### src/stc_pkg.sv
////////////////////////////////////////////////////////////////////////////////
// Shared constants and types of the sweep trigger control.
package stc_pkg;

    // Number of sweep engines served by the block.
    localparam int NUM_SWEEPS = 4;

    // Sweep channel indices on every per-sweep vector.
    localparam int CH_RF_FREQ = 0;
    localparam int CH_LF_FREQ = 1;
    localparam int CH_RF_LEVEL = 2;
    localparam int CH_COMBINED = 3;

    // Index of the immediate trigger aimed at all sweeps but the combined one on the immediate vector.
    localparam int IMM_ALL = 3;

    // Target codes of a source selection write.
    localparam logic [2:0] TGT_RF_FREQ = 3'h0;
    localparam logic [2:0] TGT_LF_FREQ = 3'h1;
    localparam logic [2:0] TGT_RF_LEVEL = 3'h2;
    localparam logic [2:0] TGT_ALL = 3'h3;
    localparam logic [2:0] TGT_COMBINED = 3'h4;

    // Source name codes as sent by the host; both naming sets are listed.
    localparam logic [2:0] NAME_AUTO = 3'h0;
    localparam logic [2:0] NAME_IMMEDIATE = 3'h1;
    localparam logic [2:0] NAME_SINGLE = 3'h2;
    localparam logic [2:0] NAME_BUS = 3'h3;
    localparam logic [2:0] NAME_EXTERNAL = 3'h4;
    localparam logic [2:0] NAME_EXT_START_STOP = 3'h5;

    // Normalised trigger source of one sweep.
    typedef enum logic [1:0] {
        SRC_AUTO,
        SRC_SINGLE,
        SRC_EXTERNAL,
        SRC_EXT_START_STOP
    } stc_src_e;

    // Phase of the external start/stop source.
    typedef enum logic [1:0] {
        PH_IDLE,
        PH_RUN,
        PH_HALTED
    } stc_phase_e;

    // Source selected after reset.
    localparam stc_src_e SRC_RESET = SRC_AUTO;

endpackage

### src/stc_edge_sync.sv
`timescale 1ns/10ps
`default_nettype none
////////////////////////////////////////////////////////////////////////////////
// Two-stage synchroniser with a rising edge detector behind the second stage.
module stc_edge_sync
(
    input wire logic clk_sys,
    input wire logic nrst,
    input wire logic asyncIn,
    output logic edgePulse
);

    // First stage; read only by the second stage.
    logic meta_reg;
    // Second stage, the synchronised level.
    logic sync_reg;
    // Delayed synchronised level for the edge detector.
    logic last_reg;

    // Synchroniser chain and edge history.
    always_ff @(posedge clk_sys)
    begin
        if (!nrst)
        begin
            meta_reg <= 1'b0;
            sync_reg <= 1'b0;
            last_reg <= 1'b0;
        end
        else
        begin
            meta_reg <= asyncIn;
            sync_reg <= meta_reg;
            last_reg <= sync_reg;
        end
    end

    // One pulse per rising edge of the synchronised level.
    assign edgePulse = sync_reg & ~last_reg;

endmodule
`default_nettype wire

### src/stc_sweep_trigger.sv
`timescale 1ns/10ps
`default_nettype none
// Behaviour
// - No arm step; triggers always armed.
// - Own source per sweep, plus a selection for all sweeps but the combined one.
// - Accept both source naming sets.
// - Automatic source restarts sweep after completion.
// - Single source runs one cycle per event.
// - Step mode advances one step per event.
// - External edge starts sweep, mode picks step.
// - Start/stop: start, halt, restart, repeat.
// - Combined sweep own source, holds pair.
// - Immediate trigger needs single source, auto mode.
// - Immediate-all fires every active sweep but the combined one.
// - LF trigger command needs single, auto.
// - Immediate trigger equals the execute command; here it acts only in auto mode, while execute also steps.
////////////////////////////////////////////////////////////////////////////////
module stc_sweep_trigger
#(
    parameter int NUM_SWEEPS = stc_pkg::NUM_SWEEPS
)
(
    input wire logic clk_sys,
    input wire logic nrst,
    // Host writes a source selection; one-cycle strobe.
    input wire logic srcWrValid,
    // Which selection is written: RF freq, LF freq, RF level, all or combined.
    input wire logic [2:0] srcWrTarget,
    // Source name code, either naming set.
    input wire logic [2:0] srcWrName,
    // Bus trigger command; one-cycle strobe.
    input wire logic busTrigCmd,
    // Execute command per sweep; one-cycle strobes.
    input wire logic [NUM_SWEEPS-1:0] execCmd,
    // Immediate trigger commands: RF freq, LF freq, RF level, all three of these sweeps.
    input wire logic [3:0] immCmd,
    // Dedicated LF sweep trigger command; one-cycle strobe.
    input wire logic lfTrigCmd,
    // Sweep mode per sweep: high for step, low for auto.
    input wire logic [NUM_SWEEPS-1:0] stepMode,
    // Sweep switched on per sweep.
    input wire logic [NUM_SWEEPS-1:0] sweepActive,
    // Sweep engine finished a full cycle; one-cycle pulses.
    input wire logic [NUM_SWEEPS-1:0] sweepDone,
    // External trigger input.
    input wire logic extTrigIn,
    // Start a full cycle from the start value; one-cycle pulses.
    output logic [NUM_SWEEPS-1:0] sweepStart,
    // Advance by one step; one-cycle pulses.
    output logic [NUM_SWEEPS-1:0] sweepStep,
    // Freeze at the present value; level.
    output logic [NUM_SWEEPS-1:0] sweepHold,
    // Sweep cycle in progress; level.
    output logic [NUM_SWEEPS-1:0] sweepBusy,
    // Selected source per sweep, two bits each.
    output logic [2*NUM_SWEEPS-1:0] srcSelOut
);

    ////////////////////////////////////////////////////////////////////////////
    // Helper functions.

    // Tells whether a name code is one of the known source names.
    function automatic logic isKnownName(input logic [2:0] name);
        isKnownName = (name <= stc_pkg::NAME_EXT_START_STOP);
    endfunction

    // Folds both naming sets onto one internal source.
    function automatic stc_pkg::stc_src_e decodeName(input logic [2:0] name);
        case (name)
            stc_pkg::NAME_AUTO: decodeName = stc_pkg::SRC_AUTO;
            stc_pkg::NAME_IMMEDIATE: decodeName = stc_pkg::SRC_AUTO;
            stc_pkg::NAME_SINGLE: decodeName = stc_pkg::SRC_SINGLE;
            stc_pkg::NAME_BUS: decodeName = stc_pkg::SRC_SINGLE;
            stc_pkg::NAME_EXTERNAL: decodeName = stc_pkg::SRC_EXTERNAL;
            stc_pkg::NAME_EXT_START_STOP: decodeName = stc_pkg::SRC_EXT_START_STOP;
            default: decodeName = stc_pkg::SRC_RESET;
        endcase
    endfunction

    // Tells whether a selection write reaches a given sweep channel.
    function automatic logic writeHits(input logic [2:0] target, input int ch);
        logic hit;
        hit = 1'b0;
        case (ch)
            stc_pkg::CH_RF_FREQ:
                hit = (target == stc_pkg::TGT_RF_FREQ) || (target == stc_pkg::TGT_ALL);
            stc_pkg::CH_LF_FREQ:
                hit = (target == stc_pkg::TGT_LF_FREQ) || (target == stc_pkg::TGT_ALL);
            stc_pkg::CH_RF_LEVEL:
                hit = (target == stc_pkg::TGT_RF_LEVEL) || (target == stc_pkg::TGT_ALL);
            stc_pkg::CH_COMBINED:
                hit = (target == stc_pkg::TGT_COMBINED);
            default:
                hit = 1'b0;
        endcase
        writeHits = hit;
    endfunction

    ////////////////////////////////////////////////////////////////////////////
    // External trigger synchronisation.

    // One pulse per synchronised rising edge of the external trigger.
    logic extEdge;

    // The pin is brought into the clock domain before any channel looks at it.
    stc_edge_sync u_ext_sync
    (
        .clk_sys(clk_sys),
        .nrst(nrst),
        .asyncIn(extTrigIn),
        .edgePulse(extEdge)
    );

    ////////////////////////////////////////////////////////////////////////////
    // Per-sweep channels.

    // Selected source per sweep.
    stc_pkg::stc_src_e srcReg [NUM_SWEEPS];
    // Start/stop phase per sweep.
    stc_pkg::stc_phase_e phaseReg [NUM_SWEEPS];
    // Sweep cycle in progress per sweep.
    logic [NUM_SWEEPS-1:0] busy_reg;
    // Registered start, step and hold outputs.
    logic [NUM_SWEEPS-1:0] start_reg;
    logic [NUM_SWEEPS-1:0] step_reg;
    logic [NUM_SWEEPS-1:0] hold_reg;
    // Combinational decisions per sweep for the coming edge.
    logic [NUM_SWEEPS-1:0] start_next;
    logic [NUM_SWEEPS-1:0] step_next;
    // Source selection changes in this cycle per sweep.
    logic [NUM_SWEEPS-1:0] srcWrite;

    genvar ch;
    generate
        for (ch = 0; ch < NUM_SWEEPS; ch++)
        begin : g_ch
            // Source of this sweep is single with auto mode.
            logic singleAuto;
            // Immediate trigger aimed at this sweep, gated.
            logic immHit;
            // Trigger event of the single source.
            logic singleEvent;

            // A write lands only for a known name and a matching target.
            assign srcWrite[ch] = srcWrValid && isKnownName(srcWrName)
                && writeHits(srcWrTarget, ch);

            // Source selection register; each sweep keeps its own.
            always_ff @(posedge clk_sys)
            begin
                if (!nrst)
                begin
                    srcReg[ch] <= stc_pkg::SRC_RESET;
                end
                else if (srcWrite[ch])
                begin
                    srcReg[ch] <= decodeName(srcWrName);
                end
            end

            assign singleAuto = (srcReg[ch] == stc_pkg::SRC_SINGLE) && !stepMode[ch];

            // Immediate commands fire only with single source and auto mode.
            if (ch == stc_pkg::CH_COMBINED)
            begin : g_imm_none
                // The combined sweep has no immediate command of its own.
                assign immHit = 1'b0;
            end
            else if (ch == stc_pkg::CH_LF_FREQ)
            begin : g_imm_lf
                // The LF sweep also answers its dedicated trigger command.
                assign immHit = singleAuto
                    && (immCmd[ch] || immCmd[stc_pkg::IMM_ALL] || lfTrigCmd);
            end
            else
            begin : g_imm_rf
                // Plain immediate or the all-sweeps immediate.
                assign immHit = singleAuto
                    && (immCmd[ch] || immCmd[stc_pkg::IMM_ALL]);
            end

            // Bus trigger and execute commands act alike; immediate commands count only with auto mode.
            assign singleEvent = (srcReg[ch] == stc_pkg::SRC_SINGLE)
                && (busTrigCmd || execCmd[ch] || immHit);

            // Decides start and step pulses for this sweep; an inactive sweep or a
            // source change swallows the event, a busy cycle only a single or external start.
            always_comb
            begin
                start_next[ch] = 1'b0;
                step_next[ch] = 1'b0;
                if (sweepActive[ch] && !srcWrite[ch])
                begin
                    case (srcReg[ch])
                        stc_pkg::SRC_AUTO:
                        begin
                            // Condition always met; restart once the cycle ends.
                            start_next[ch] = !busy_reg[ch] && !start_reg[ch];
                        end
                        stc_pkg::SRC_SINGLE:
                        begin
                            if (singleEvent)
                            begin
                                // Step mode moves one step, auto mode runs a cycle.
                                step_next[ch] = stepMode[ch];
                                start_next[ch] = !stepMode[ch] && !busy_reg[ch];
                            end
                        end
                        stc_pkg::SRC_EXTERNAL:
                        begin
                            if (extEdge)
                            begin
                                // The sweep mode chooses single cycle or step.
                                step_next[ch] = stepMode[ch];
                                start_next[ch] = !stepMode[ch] && !busy_reg[ch];
                            end
                        end
                        stc_pkg::SRC_EXT_START_STOP:
                        begin
                            // Start from idle or restart from a halt.
                            if (extEdge && (phaseReg[ch] != stc_pkg::PH_RUN))
                            begin
                                start_next[ch] = 1'b1;
                            end
                            // Back-to-back repetition while running.
                            else if (phaseReg[ch] == stc_pkg::PH_RUN && !extEdge
                                && !busy_reg[ch] && !start_reg[ch])
                            begin
                                start_next[ch] = 1'b1;
                            end
                        end
                        default:
                        begin
                            start_next[ch] = 1'b0;
                        end
                    endcase
                end
            end

            // Start/stop phase: each external edge moves one phase on.
            always_ff @(posedge clk_sys)
            begin
                if (!nrst)
                begin
                    phaseReg[ch] <= stc_pkg::PH_IDLE;
                end
                else if (srcWrite[ch] || !sweepActive[ch]
                    || srcReg[ch] != stc_pkg::SRC_EXT_START_STOP)
                begin
                    // Leaving the source or the sweep forgets the phase.
                    phaseReg[ch] <= stc_pkg::PH_IDLE;
                end
                else if (extEdge)
                begin
                    case (phaseReg[ch])
                        stc_pkg::PH_IDLE: phaseReg[ch] <= stc_pkg::PH_RUN;
                        stc_pkg::PH_RUN: phaseReg[ch] <= stc_pkg::PH_HALTED;
                        stc_pkg::PH_HALTED: phaseReg[ch] <= stc_pkg::PH_RUN;
                        default: phaseReg[ch] <= stc_pkg::PH_IDLE;
                    endcase
                end
            end
        end
    endgenerate

    ////////////////////////////////////////////////////////////////////////////
    // Cycle tracking and outputs.

    // Busy is set by a start and cleared by the engine's done pulse; a start
    // in the same cycle as a done wins, so no new cycle goes unseen.
    always_ff @(posedge clk_sys)
    begin
        if (!nrst)
        begin
            busy_reg <= '0;
        end
        else
        begin
            busy_reg <= start_next | (busy_reg & ~sweepDone & sweepActive & ~srcWrite);
        end
    end

    // Start and step pulses are registered for one cycle each.
    always_ff @(posedge clk_sys)
    begin
        if (!nrst)
        begin
            start_reg <= '0;
            step_reg <= '0;
        end
        else
        begin
            start_reg <= start_next;
            step_reg <= step_next;
        end
    end

    // Hold stands while a start/stop sweep sits in its halted phase, keeping
    // the present frequency, or frequency and level pair.
    always_ff @(posedge clk_sys)
    begin
        if (!nrst)
        begin
            hold_reg <= '0;
        end
        else
        begin
            for (int i = 0; i < NUM_SWEEPS; i++)
            begin
                hold_reg[i] <= sweepActive[i] && !srcWrite[i]
                    && srcReg[i] == stc_pkg::SRC_EXT_START_STOP
                    && ((phaseReg[i] == stc_pkg::PH_RUN && extEdge)
                    || (phaseReg[i] == stc_pkg::PH_HALTED && !extEdge));
            end
        end
    end

    // Selected sources are shown to the host, two bits per sweep.
    always_comb
    begin
        srcSelOut = '0;
        for (int i = 0; i < NUM_SWEEPS; i++)
        begin
            srcSelOut[2*i +: 2] = srcReg[i];
        end
    end

    assign sweepStart = start_reg;
    assign sweepStep = step_reg;
    assign sweepHold = hold_reg;
    assign sweepBusy = busy_reg;

endmodule
`default_nettype wire

### config.mk
export PLATFORM = sky130hd
export DESIGN_NAME = stc_sweep_trigger
export DESIGN_NICKNAME = d
export VERILOG_FILES = /design/src/stc_pkg.sv /design/src/stc_edge_sync.sv /design/src/stc_sweep_trigger.sv
export SDC_FILE = /design/constraint.sdc
export NUM_CORES = 1
export LEC_CHECK = 0
export ABC_AREA = 1
export BUFFER_PORTS_ARGS = -buffer_cell sky130_fd_sc_hd__buf_2
export CAP_MARGIN = 10
export CORE_ASPECT_RATIO = 2
export CORE_MARGIN = 4
export CORE_UTILIZATION = 50
export DETAILED_ROUTE_END_ITERATION = 10
export PLACE_DENSITY_LB_ADDON = 0.15
export SLEW_MARGIN = 20
export SYNTH_ARGS = -nofsm -noshare
export SYNTH_HDL_FRONTEND = slang
export SYNTH_SLANG_ARGS = --single-unit
### constraint.sdc
create_clock -name clk_sys -period 3.6 [get_ports clk_sys]
set_input_delay 0.72 -clock clk_sys [delete_from_list [all_inputs] [get_ports clk_sys]]
set_output_delay 0.72 -clock clk_sys [all_outputs]
set_load 0.1 [all_outputs]
# [Word level (Yosys, flattened, before mapping)]
# Memories as Yosys holds them, arrays and structs flattened.
# Index checks and enable logic that the tools add are counted.
[totals] reg_bits=19 latch_bits=0 mem_bits_rw=16 mem_bits_ro=0 output_inout_bits=24 n_memories=2
[classes] addsub=0 multipliers=0 div_mod_pow=0 magnitude_cmp=1 eq_ne=36 shifts=0 mux=174 n_bitwise=32 reduce_logical=124
[mem_list] memory="phaseReg" depth=4 word_bits=2 read_ports=4 rd_ports_with_merged_regs=0 write_ports=4 line="stc_sweep_trigger.sv:120" text="stc_pkg::stc_phase_e phaseReg [NUM_SWEEPS];"
[mem_list] memory="srcReg" depth=4 word_bits=2 read_ports=4 rd_ports_with_merged_regs=0 write_ports=4 line="stc_sweep_trigger.sv:118" text="stc_pkg::stc_src_e srcReg [NUM_SWEEPS];"
[ops] cell="$mux W1" n=133
[ops] cell="$mux W2" n=32
[ops] cell="$logic_and A1 B1 Y1" n=59
[ops] cell="$logic_or A1 B1 Y1" n=26
[ops] cell="$eq A2 B2 Y1 const B" n=12
[ops] cell="$or A1 B1 Y1" n=24
[ops] cell="$logic_not A1 Y1" n=21
[ops] cell="$eq A2 B1 Y1 const B" n=8
[ops] cell="$logic_not A2 Y1" n=8
[ops] cell="$pmux W1 S4" n=4
[ops] cell="$and A4 B4 Y4" n=3
[ops] cell="$eq A3 B2 Y1 const B" n=4
[ops] cell="$reduce_or A3 Y1" n=4
[ops] cell="$eq A3 B3 Y1 const B" n=3
[ops] cell="$ne A2 B1 Y1 const B" n=4
[ops] cell="$ne A2 B2 Y1 const B" n=4
[ops] cell="$not A4 Y4" n=2
[ops] cell="$pmux W1 S2" n=4
[ops] cell="$reduce_and A2 Y1" n=4
[ops] cell="$pmux W2 S3" n=1
[ops] cell="$or A4 B4 Y4" n=1
[ops] cell="$eq A3 B1 Y1 const B" n=1
[ops] cell="$le A3 B3 Y1 const B" n=1
[ops] cell="$logic_not A3 Y1" n=1
[ops] cell="other kinds (3)" n=3

# [Longest topological paths before layout]
# Gate-level depths: netlist (run 1).
[logic_depth] depth_word=13 depth_mapped=10 depth_no_buf=10

# [Cells and area by module]
# Synthesis (run 1) repeated with hierarchy kept, for this count alone.
[hier_totals] cells_unflattened=263 hier_area_um2=2083.2
[modules_own_cells] module="stc_sweep_trigger" instances=1 cells_per_inst=252 area_per_inst_um2=1990.7
[modules_own_cells] module="stc_edge_sync" instances=1 cells_per_inst=11 area_per_inst_um2=92.6

# [Worst setup path before layout (run 1)]
# Ideal clock, no wire load.
[synth_timing] path_type="flip-flop to flip-flop" startpoint="mem srcReg[2][0] (netlist bit)" endpoint="reg busy_reg[2] (netlist: sweepBusy[2])" setup_time_ns=0.116 arrival_ns=1.832 required_time_ns=3.484 slack_ns=1.652 stages_incl_launch_ff=8 path_cell_list="edfxtp_1 > inv_1 > ha_1 > nor3b_1 > nand2_1 > nand2_1 > nand2_1 > nand2_1"
[synth_rtl] item="start: declaration" line="stc_sweep_trigger.sv:118"
[synth_rtl] item="end signal: assignment" line="stc_sweep_trigger.sv:279" text="busy_reg <= start_next | (busy_reg & ~sweepDone & sweepActive & ~srcWrite);"
[synth_rtl] item="end: declaration" line="stc_sweep_trigger.sv:122" text="logic [NUM_SWEEPS-1:0] busy_reg;"

==> metrics.csv, run 1 <==
metric,value,unit
CTS Hold Buffers Added,0,
Final Setup Violations,0,
clk sinks,35,
"Slowest-stage cell, CP",buf_2,
IO Port Bufs,55,
Tmin final,1870,ps
worst-path maximum fanout,4,
worst vdd ir,0.000326,V
mux cell area share after synthesis,0,%
GP Congestion,0.803,
R2R Path Start,srcReg[2][0],
DR vias/cell,4.89,
first-pass iteration count of the detailed router,4,
vias in the first global route,1756,
Skew-Pair Late Insertion Delay,280,ps
post-cts repair resize count,0,
Post-Syn Area,2060,µm²
die width,53.4,µm
Num CTS Buffers,5,
post-synthesis cell type count,29,
Fmax,0.535,GHz
Hold Path End,u_ext_sync.sync_reg,
utilization after layout,63.1,%
"Seq/Total Area, Yosys",41.8,%
Worst path max stage delay,450,ps
worst hold start,u_ext_sync.meta_reg,
DP Area,2370,µm²
CTS tree,yes,
Area Growth Syn to Fin,20.3,%
CP Buf/Inv Count,1,
drt total wl,4240,µm
GRT Util Overall,17.5,%
Max H-tree Level,2,
RR Endpoint,phaseReg[2][0],
chip height,98.7,µm
critical path startpoint category,flop,
Clock Skews,4.44,ps
fin area,2470,µm²
R2R cell count,3,
Worst Path Required,2880,ps
Hold Path Cell Cnt,2,
# DRC,0,
"area leader, netlist",edfxtp_1,
Slew headroom,67.5,%
Fin. Hold Viols,0,
post-DP HPWL,3430,µm
GRT overflow,0,
"commonest non-fill, non-tap cell in the layout",nand2_1,
CP endpoint kind,output pin,
xor-xnor portion of the synthesized cell area,0.426,%
complex-gate fraction of the synthesized area,5.47,%
RSZ-0062 raised after global routing,no,
Pwr Density,393,nW/µm²
syn_area_per_cell,7.56,µm²
Mapped Cells,272,
critical path class,flop to output pin,
Min-Delay Path Class,flop to flop,
largest family of logic cells by synthesized area,simple AND/OR/NAND/NOR gates,
fin crit share,52.0,%
Ant. Diodes,0,
Yosys reg bits,35,
setup TNS,0,ps
Max Slew Vio Count,0,
drt first-iter violations,29,
vias,1873,
syn_nets,320,
Overall Power,0.000973,W
cell family with most CP delay,buffers and inverters,
largest net degree at the start of global routing,16,
"Net count, final",379,
synth warn,0,
Ports,56,
Critical Path AT,1150,ps
largest registers,"phaseReg (8), srcReg (8)",
root buffer cell,clkbuf_8,
Post-DRT Antenna Nets,0,
# rows,32,
R2R Setup Slk,2260,ps
WL per Instance,11.1,µm
Synth area leaders,"edfxtp_1 (23%), dfxtp_1 (18%), nand2_1 (12%)",
Synth Area in Adders,9.73,%
layout cells sized above 1,23.8,%
maximum buffer depth of the clock tree,2,
post-synth top area share,23.4,%
"commonest non-fill, non-tap cells in the layout","nand2_1 (65), buf_2 (55), inv_1 (48)",
initial antenna violation count,0,
first-pass GRT wire length,6990,µm
"CTS clk-pin slew, worst paths",70,ps
Least-Margin Pin Slew,491,ps
outcome,finished clean,
max cap viols,0,
core area,3920,µm²
Leak,1.31,nW
critical-path cell list,buf_2,
Post-CTS Setup Bufs,0,
Die ar.,5270,µm²
Initial Utilization,52.4,%
simple logic cell fraction of the synthesized area,32.5,%
[synth_stat cells (all sizes together)]
cell / count
nor2: 44
nor4b: 1
nand4: 3
a21oi: 9
xor2: 1
inv: 49
o21ai: 9
nand3b: 1
nor3: 10
nor3b: 2
nor4: 1
or2: 1
ha: 16
a21o: 1
nand3: 16
edfxtp: 16
dfxtp: 19
buf: 3
nand2: 70
[cells by family after synthesis]
family / Yosys count
xor gates and xnor gates: 1
buffers and inverters: 52
and+or+nand+nor: 149
AOI/OAI and AO/OA: 19
adders and majority gates: 16
DFF: 35
[final cells by class]
class	count	area, µm²
Timing Repair Buffer	55	275
Sequential cell	35	861
Multi-Input combinational cell	185	991
Fill cell	421	1450
Clock buffer	8	100
Inverter	49	184
Tap cell	51	63.8
[where the power goes]
group / total, W / internal (W) / switching [W]
clock: 0.000313 / 0.000175 / 0.000138
sequential: 0.000443 / 0.000430 / 0.0000123
combinational: 0.000217 / 0.0000536 / 0.000164
[per-layer routing]
| metal | share of wire (%) | vias up | track usage [%] |
|---|---|---|---|
| met2 | 53 | 53 | 32.5 |
| met3 | 6.2 | 6 | 3.48 |
| met4 | 1.6 | 0 | 6.50 |
| li1 | - | 969 | - |
| met5 | 0 | - | 0 |
| met1 | 39 | 845 | 18.0 |
[through the flow]
step	setup slack, ps	cells	hold WS, ps
after global placement	1670	375	401
final	1730	383	422
after CTS	1730	383	427
after floorplan	1650	272	390
after global routing	1680	383	456
after detailed placement	1620	375	410
[worst max-delay path by stage]
stage,slack [ps],cells past startpoint,endpoint,startpoint
after CTS,1730,1,srcSelOut[4],srcReg[2][0]
after global routing,1680,1,srcSelOut[5],srcReg[2][1]
after global placement,1670,8,phaseReg[0][0],srcWrName[1]
after floorplan,1650,7,sweepBusy[2],srcReg[2][0]
after detailed placement,1620,5,phaseReg[2][1],nrst
final,1730,1,srcSelOut[7],srcReg[3][1]
No activity file was read; power rests on OpenSTA's default activity.
==> run 2: changes to the inputs <==
--- a/config.mk
+++ b/config.mk
@@ -10,7 +10,7 @@
 export CAP_MARGIN = 10
 export CORE_ASPECT_RATIO = 2
 export CORE_MARGIN = 4
-export CORE_UTILIZATION = 50
+export CORE_UTILIZATION = 47
 export DETAILED_ROUTE_END_ITERATION = 10
 export PLACE_DENSITY_LB_ADDON = 0.15
 export SLEW_MARGIN = 20
==> constraint.sdc (replaced) <==
create_clock -name clk_sys -period 1.7 [get_ports clk_sys]
set_input_delay 0.34 -clock clk_sys [delete_from_list [all_inputs] [get_ports clk_sys]]
set_output_delay 0.34 -clock clk_sys [all_outputs]
set_load 0.1 [all_outputs]
==> metrics.csv, run 2 (synthesis gave the netlist of run 1 again) <==
metric,value,unit,change
CTS tree,yes,,
vias,1848,,-1.3%
largest registers,"phaseReg (8), srcReg (8)",,
Min-Delay Path Class,primary input to flop,,
largest net degree at the start of global routing,15,,-1
power share of the sequential group,46.2,%,+0.7 points
CTS Hold Buffers Added,0,,unchanged
critical path class,flop to output pin,,
Area Growth Syn to Fin,21.1,%,
layout cells sized above 1,25.8,%,+2.0 points
Leak,1.31,nW,-0.35%
post-cts repair resize count,0,,unchanged
Initial Utilization,49.3,%,-3.1 points
Tmin final,1490,ps,
Fillers,401,,-4.8%
core area,4170,µm²,+6.3%
Max Slew Vio Count,0,,unchanged
vias in the first global route,1790,,+1.9%
"CTS clk-pin slew, worst paths",70,ps,about the same
Skew-Pair Late Insertion Delay,290,ps,about the same
root buffer cell,clkbuf_8,,
WL per Instance,11.6,µm,+5.0%
GRT Util Overall,17.9,%,+0.45 points
DR vias/cell,4.80,,-1.8%
Clock Skews,11.2,ps,+6.75 ps
Ports,56,,unchanged
Final Setup Violations,0,,unchanged
outcome,finished clean,,
clk sinks,35,,unchanged
Num CTS Buffers,5,,unchanged
# DRC,0,,unchanged
worst vdd ir,0.000824,V,+150%
Logic pwr share,23.0,%,+0.7 points
chip height,102,µm,+2.9%
Net Switching,0.000677,W,+120%
Sw Share,33.3,%,+1.0 points
Overall Power,0.00203,W,+110%
WHS,237,ps,-185 ps
fin area,2490,µm²,+0.66%
Fin. Hold Viols,0,,unchanged
# rows,33,,+3.1%
"commonest non-fill, non-tap cell in the layout",nand2_1,,
share of total power in the clock network,30.9,%,-1.3 points
IO Port Bufs,55,,unchanged
first-pass iteration count of the detailed router,4,,unchanged
internal cell power,0.00135,W,+110%
Worst Path Required,1360,ps,-1520 ps
CP endpoint kind,output pin,,
drt total wl,4480,µm,+5.6%
critical path startpoint category,flop,,
critical-path cell list,buf_2,,
"Net count, final",380,,+0.26%
post-DP HPWL,3670,µm,+7.0%
Post-DRT Antenna Nets,0,,unchanged
CP Buf/Inv Count,1,,unchanged
DP Area,2400,µm²,+1.1%
cell family with most CP delay,buffers and inverters,,
Fmax,0.669,GHz,
GP Congestion,0.811,,+1.1%
drt first-iter violations,26,,-10%
initial antenna violation count,0,,unchanged
worst-path maximum fanout,4,,unchanged
Die ar.,5560,µm²,+5.6%
"Slowest-stage cell, CP",buf_2,,
Max H-tree Level,2,,unchanged
Pwr Density,816,nW/µm²,+110%
RSZ-0062 raised after global routing,no,,
Least-Margin Pin Slew,491,ps,-0.137 ps
Ant. Diodes,0,,unchanged
Slew headroom,67.5,%,about the same
maximum buffer depth of the clock tree,2,,unchanged
Critical Path AT,1150,ps,about the same
die width,54.8,µm,+2.7%
first-pass GRT wire length,7330,µm,+4.9%
utilization after layout,59.7,%,-3.3 points
Worst path max stage delay,460,ps,about the same
Post-CTS Setup Bufs,0,,unchanged
"commonest non-fill, non-tap cells in the layout","nand2_1 (64), buf_2 (55), inv_1 (48)",,
fin crit share,87.9,%,
GRT overflow,0,,unchanged
max cap viols,0,,unchanged
==> run 2: cell count changes in the layout (fill, tap and decap cells not counted) <==
cell / delta
nand2_1: -1
clkinv_2: +1
o21ai_2: +1
ha_1: -4
buf_4: +1
o21ai_0: -1
clkbuf_8: -1
ha_2: +4
nand2_2: +1
==> run 2: path summary, 6_finish.rpt <==
check | start | endpoint | slack [ps] | cells past startpoint
worst max-delay path | srcReg[2][1] | srcSelOut[5] | 210 | 1
worst max register to register | srcReg[3][1] | sweepBusy[3] | 380 | 10
worst min-delay path | extTrigIn | u_ext_sync.meta_reg | 240 | 3
worst min register to register | u_ext_sync.meta_reg | u_ext_sync.sync_reg | 420 | 2
==> run 2: power by group through the flow <==
stage / clock network, W / logic (W) / registers [W]
2_1_floorplan: 0 / 0.000175 / 0.00114
3_3_place_gp: 0 / 0.000462 / 0.000957
3_5_place_dp: 0 / 0.000469 / 0.000958
4_1_cts: 0.000650 / 0.000471 / 0.000939
5_1_grt: 0.000670 / 0.000510 / 0.000943
6_report: 0.000627 / 0.000467 / 0.000938
==> run 2: routing by layer <==
| metal | vias up | part of all wire [%] | GRT usage (%) |
|---|---|---|---|
| li1 | 973 | - | - |
| met1 | 815 | 38 | 19.0 |
| met2 | 55 | 54 | 33.0 |
| met3 | 5 | 6.8 | 2.95 |
| met4 | 0 | 1.7 | 6.91 |
| met5 | - | 0 | 0 |
==> run 2: through the flow <==
| stage | cells | setup WS, ps | setup TNS [ps] |
|---|---|---|---|
| 6_report | 385 | 206 | 0 |
| 3_3_place_gp | 377 | 203 | 0 |
| 2_1_floorplan | 272 | -229 | -2180 |
| 4_1_cts | 385 | 184 | 0 |
| 3_5_place_dp | 377 | 140 | 0 |
| 5_1_grt | 385 | 158 | 0 |
==> run 2: layout make-up <==
cell class | count | area, µm² | area share (%)
clock buffer | 7 | 86.3 | 3.47
clock inverter | 1 | 5.00 | 0.201
inverter | 49 | 184 | 7.38
multi-input combinational | 185 | 1010 | 40.4
sequential | 35 | 861 | 34.6
tap | 52 | 65.1 | 2.61
timing repair buffer | 56 | 283 | 11.4
==> run 3: changes to the inputs <==
--- a/config.mk
+++ b/config.mk
@@ -12,7 +12,7 @@
 export CORE_MARGIN = 4
 export CORE_UTILIZATION = 47
 export DETAILED_ROUTE_END_ITERATION = 10
-export PLACE_DENSITY_LB_ADDON = 0.15
+export PLACE_DENSITY = 0.79
 export SLEW_MARGIN = 20
 export SYNTH_ARGS = -nofsm -noshare
 export SYNTH_HDL_FRONTEND = slang
==> constraint.sdc (replaced) <==
create_clock -name clk_sys -period 1.3 [get_ports clk_sys]
set_input_delay 0.26 -clock clk_sys [delete_from_list [all_inputs] [get_ports clk_sys]]
set_output_delay 0.26 -clock clk_sys [all_outputs]
set_load 0.1 [all_outputs]
==> metrics.csv, run 3 (synthesis gave the netlist of run 1 again) <==
metric,value,unit,change
outcome,finished with violations,,
failing checks,negative setup slack,,
chip height,102,µm,unchanged
Post-DRT Antenna Nets,0,,unchanged
Ports,56,,unchanged
Min-Delay Path Class,primary input to flop,,
Area Growth Syn to Fin,55.7,%,
CTS Hold Buffers Added,0,,unchanged
initial antenna violation count,0,,unchanged
Max H-tree Level,2,,unchanged
# rows,33,,unchanged
critical-path cell list,"buf_6, buf_12",,
worst vdd ir,0.000754,V,-8.5%
Worst Path Required,1040,ps,-320 ps
die width,54.8,µm,unchanged
internal cell power,0.00196,W,+45%
worst-path maximum fanout,4,,unchanged
Least-Margin Pin Slew,302,ps,-189 ps
fin crit share,108,%,
critical path class,flop to output pin,,
Fillers,276,,-31%
Sw Share,33.2,%,-0.11 points
Critical Path AT,1140,ps,about the same
GRT Util Overall,21.8,%,+3.9 points
layout cells sized above 1,38.0,%,+12 points
"Slowest-stage cell, CP",edfxtp_1,,
Initial Utilization,49.3,%,unchanged
Logic pwr share,29.6,%,+6.6 points
Fin. Hold Viols,0,,unchanged
Slew headroom,80.0,%,+13 points
"Net count, final",408,,+7.4%
critical path startpoint category,flop,,
"commonest non-fill, non-tap cell in the layout",nand2_1,,
final worst slack,-101,ps,-307 ps
GP Congestion,0.876,,+8.0%
DR vias/cell,4.98,,+3.7%
clk sinks,35,,unchanged
fin area,3200,µm²,+29%
max cap viols,0,,unchanged
"CTS clk-pin slew, worst paths",70,ps,about the same
WL per Instance,13.8,µm,+18%
DP Area,2880,µm²,+20%
# DRC,0,,unchanged
first-pass GRT wire length,8800,µm,+20%
maximum buffer depth of the clock tree,2,,unchanged
Tmin final,1400,ps,
drt total wl,5680,µm,+27%
RSZ-0062 raised after global routing,yes,,
core area,4170,µm²,unchanged
Overall Power,0.00294,W,+45%
CTS tree,yes,,
WHS,147,ps,-90.7 ps
Die ar.,5560,µm²,unchanged
drt first-iter violations,88,,+240%
IO Port Bufs,55,,unchanged
root buffer cell,clkbuf_8,,
power share of the sequential group,42.3,%,-3.9 points
setup TNS,-723,ps,-723 ps
Num CTS Buffers,5,,unchanged
"commonest non-fill, non-tap cells in the layout","nand2_1 (61), inv_1 (41), nor2_1 (36)",,
Clock Skews,6.65,ps,-4.54 ps
first-pass iteration count of the detailed router,4,,unchanged
Register Area,861,µm²,unchanged
post-DP HPWL,4100,µm,+12%
Ant. Diodes,0,,unchanged
Fmax,0.714,GHz,
Leak,1.53,nW,+17%
vias in the first global route,2047,,+14%
share of total power in the clock network,28.1,%,-2.8 points
utilization after layout,76.8,%,+17 points
Max Slew Vio Count,0,,unchanged
GRT overflow,0,,unchanged
Final Setup Violations,15,,+15
Pwr Density,919,nW/µm²,+13%
Worst path max stage delay,520,ps,+60 ps
Multi-input gate area,1120,µm²,+12%
Net Switching,0.000977,W,+44%
CP endpoint kind,output pin,,
largest registers,"phaseReg (8), srcReg (8)",,
vias,2055,,+11%
largest net degree at the start of global routing,15,,unchanged
Skew-Pair Late Insertion Delay,290,ps,about the same
[run 3: changes by cell type in the layout (fill, tap and decap cells not counted), sizes merged]
cell	delta
buf	+26
clkbuf	+2
[run 3: worst paths after layout]
kind | from | endpoint | slack, ps | cells past startpoint
max | srcReg[2][0] | srcSelOut[4] | -100 | 2
min | extTrigIn | u_ext_sync.meta_reg | 150 | 3
max reg2reg | srcReg[2][0] | phaseReg[2][0] | -90 | 5
min reg2reg | u_ext_sync.meta_reg | u_ext_sync.sync_reg | 430 | 2
[run 3: timing repair]
action,4_1_cts,5_1_grt
pin swaps,0,12
hold endpoints to repair,0,0
endpoints found under the setup margin,10,27
gates resized for setup,7,34
buffers inserted,5,3
[run 3: layout make-up]
| cell class | instances | share of cell area, % |
|---|---|---|
| Timing Repair Buffer | 84 | 27.4 |
| Multi-Input combinational cell | 185 | 35.1 |
| Inverter | 49 | 5.74 |
| Clock inverter | 1 | 0.117 |
| Tap cell | 52 | 2.03 |
| Clock buffer | 7 | 2.70 |
| Sequential cell | 35 | 26.9 |
[run 3: critical path: cells and delay by family (launching register included)]
kind     cells  cell delay [ps]
flops        1              520
buf+inv      2              330
[run 3: power groups by stage]
stage                     registers, W  clock network, W  logic, W
after detailed placement       0.00126                 0  0.000776
after global routing           0.00125          0.000888  0.000932
final                          0.00125          0.000826  0.000870
after floorplan                0.00149                 0  0.000229
after global placement         0.00126                 0  0.000757
after CTS                      0.00124          0.000830  0.000810
[run 3: routing by layer]
metal	part of all wire [%]	global-route usage, %	routed length, µm
met5	0	0	0
met4	3.6	10.9	204
met3	5.9	4.27	334
met2	57	40.1	3240
met1	33	21.6	1900
[run 3: per-stage QoR]
| stage | worst slack (ps) | instances |
|---|---|---|
| detailed placement | -97.8 | 397 |
| global placement | -53.7 | 397 |
| floorplan | -629 | 272 |
| global route | -175 | 413 |
| CTS | -39.7 | 410 |
| finish | -101 | 413 |
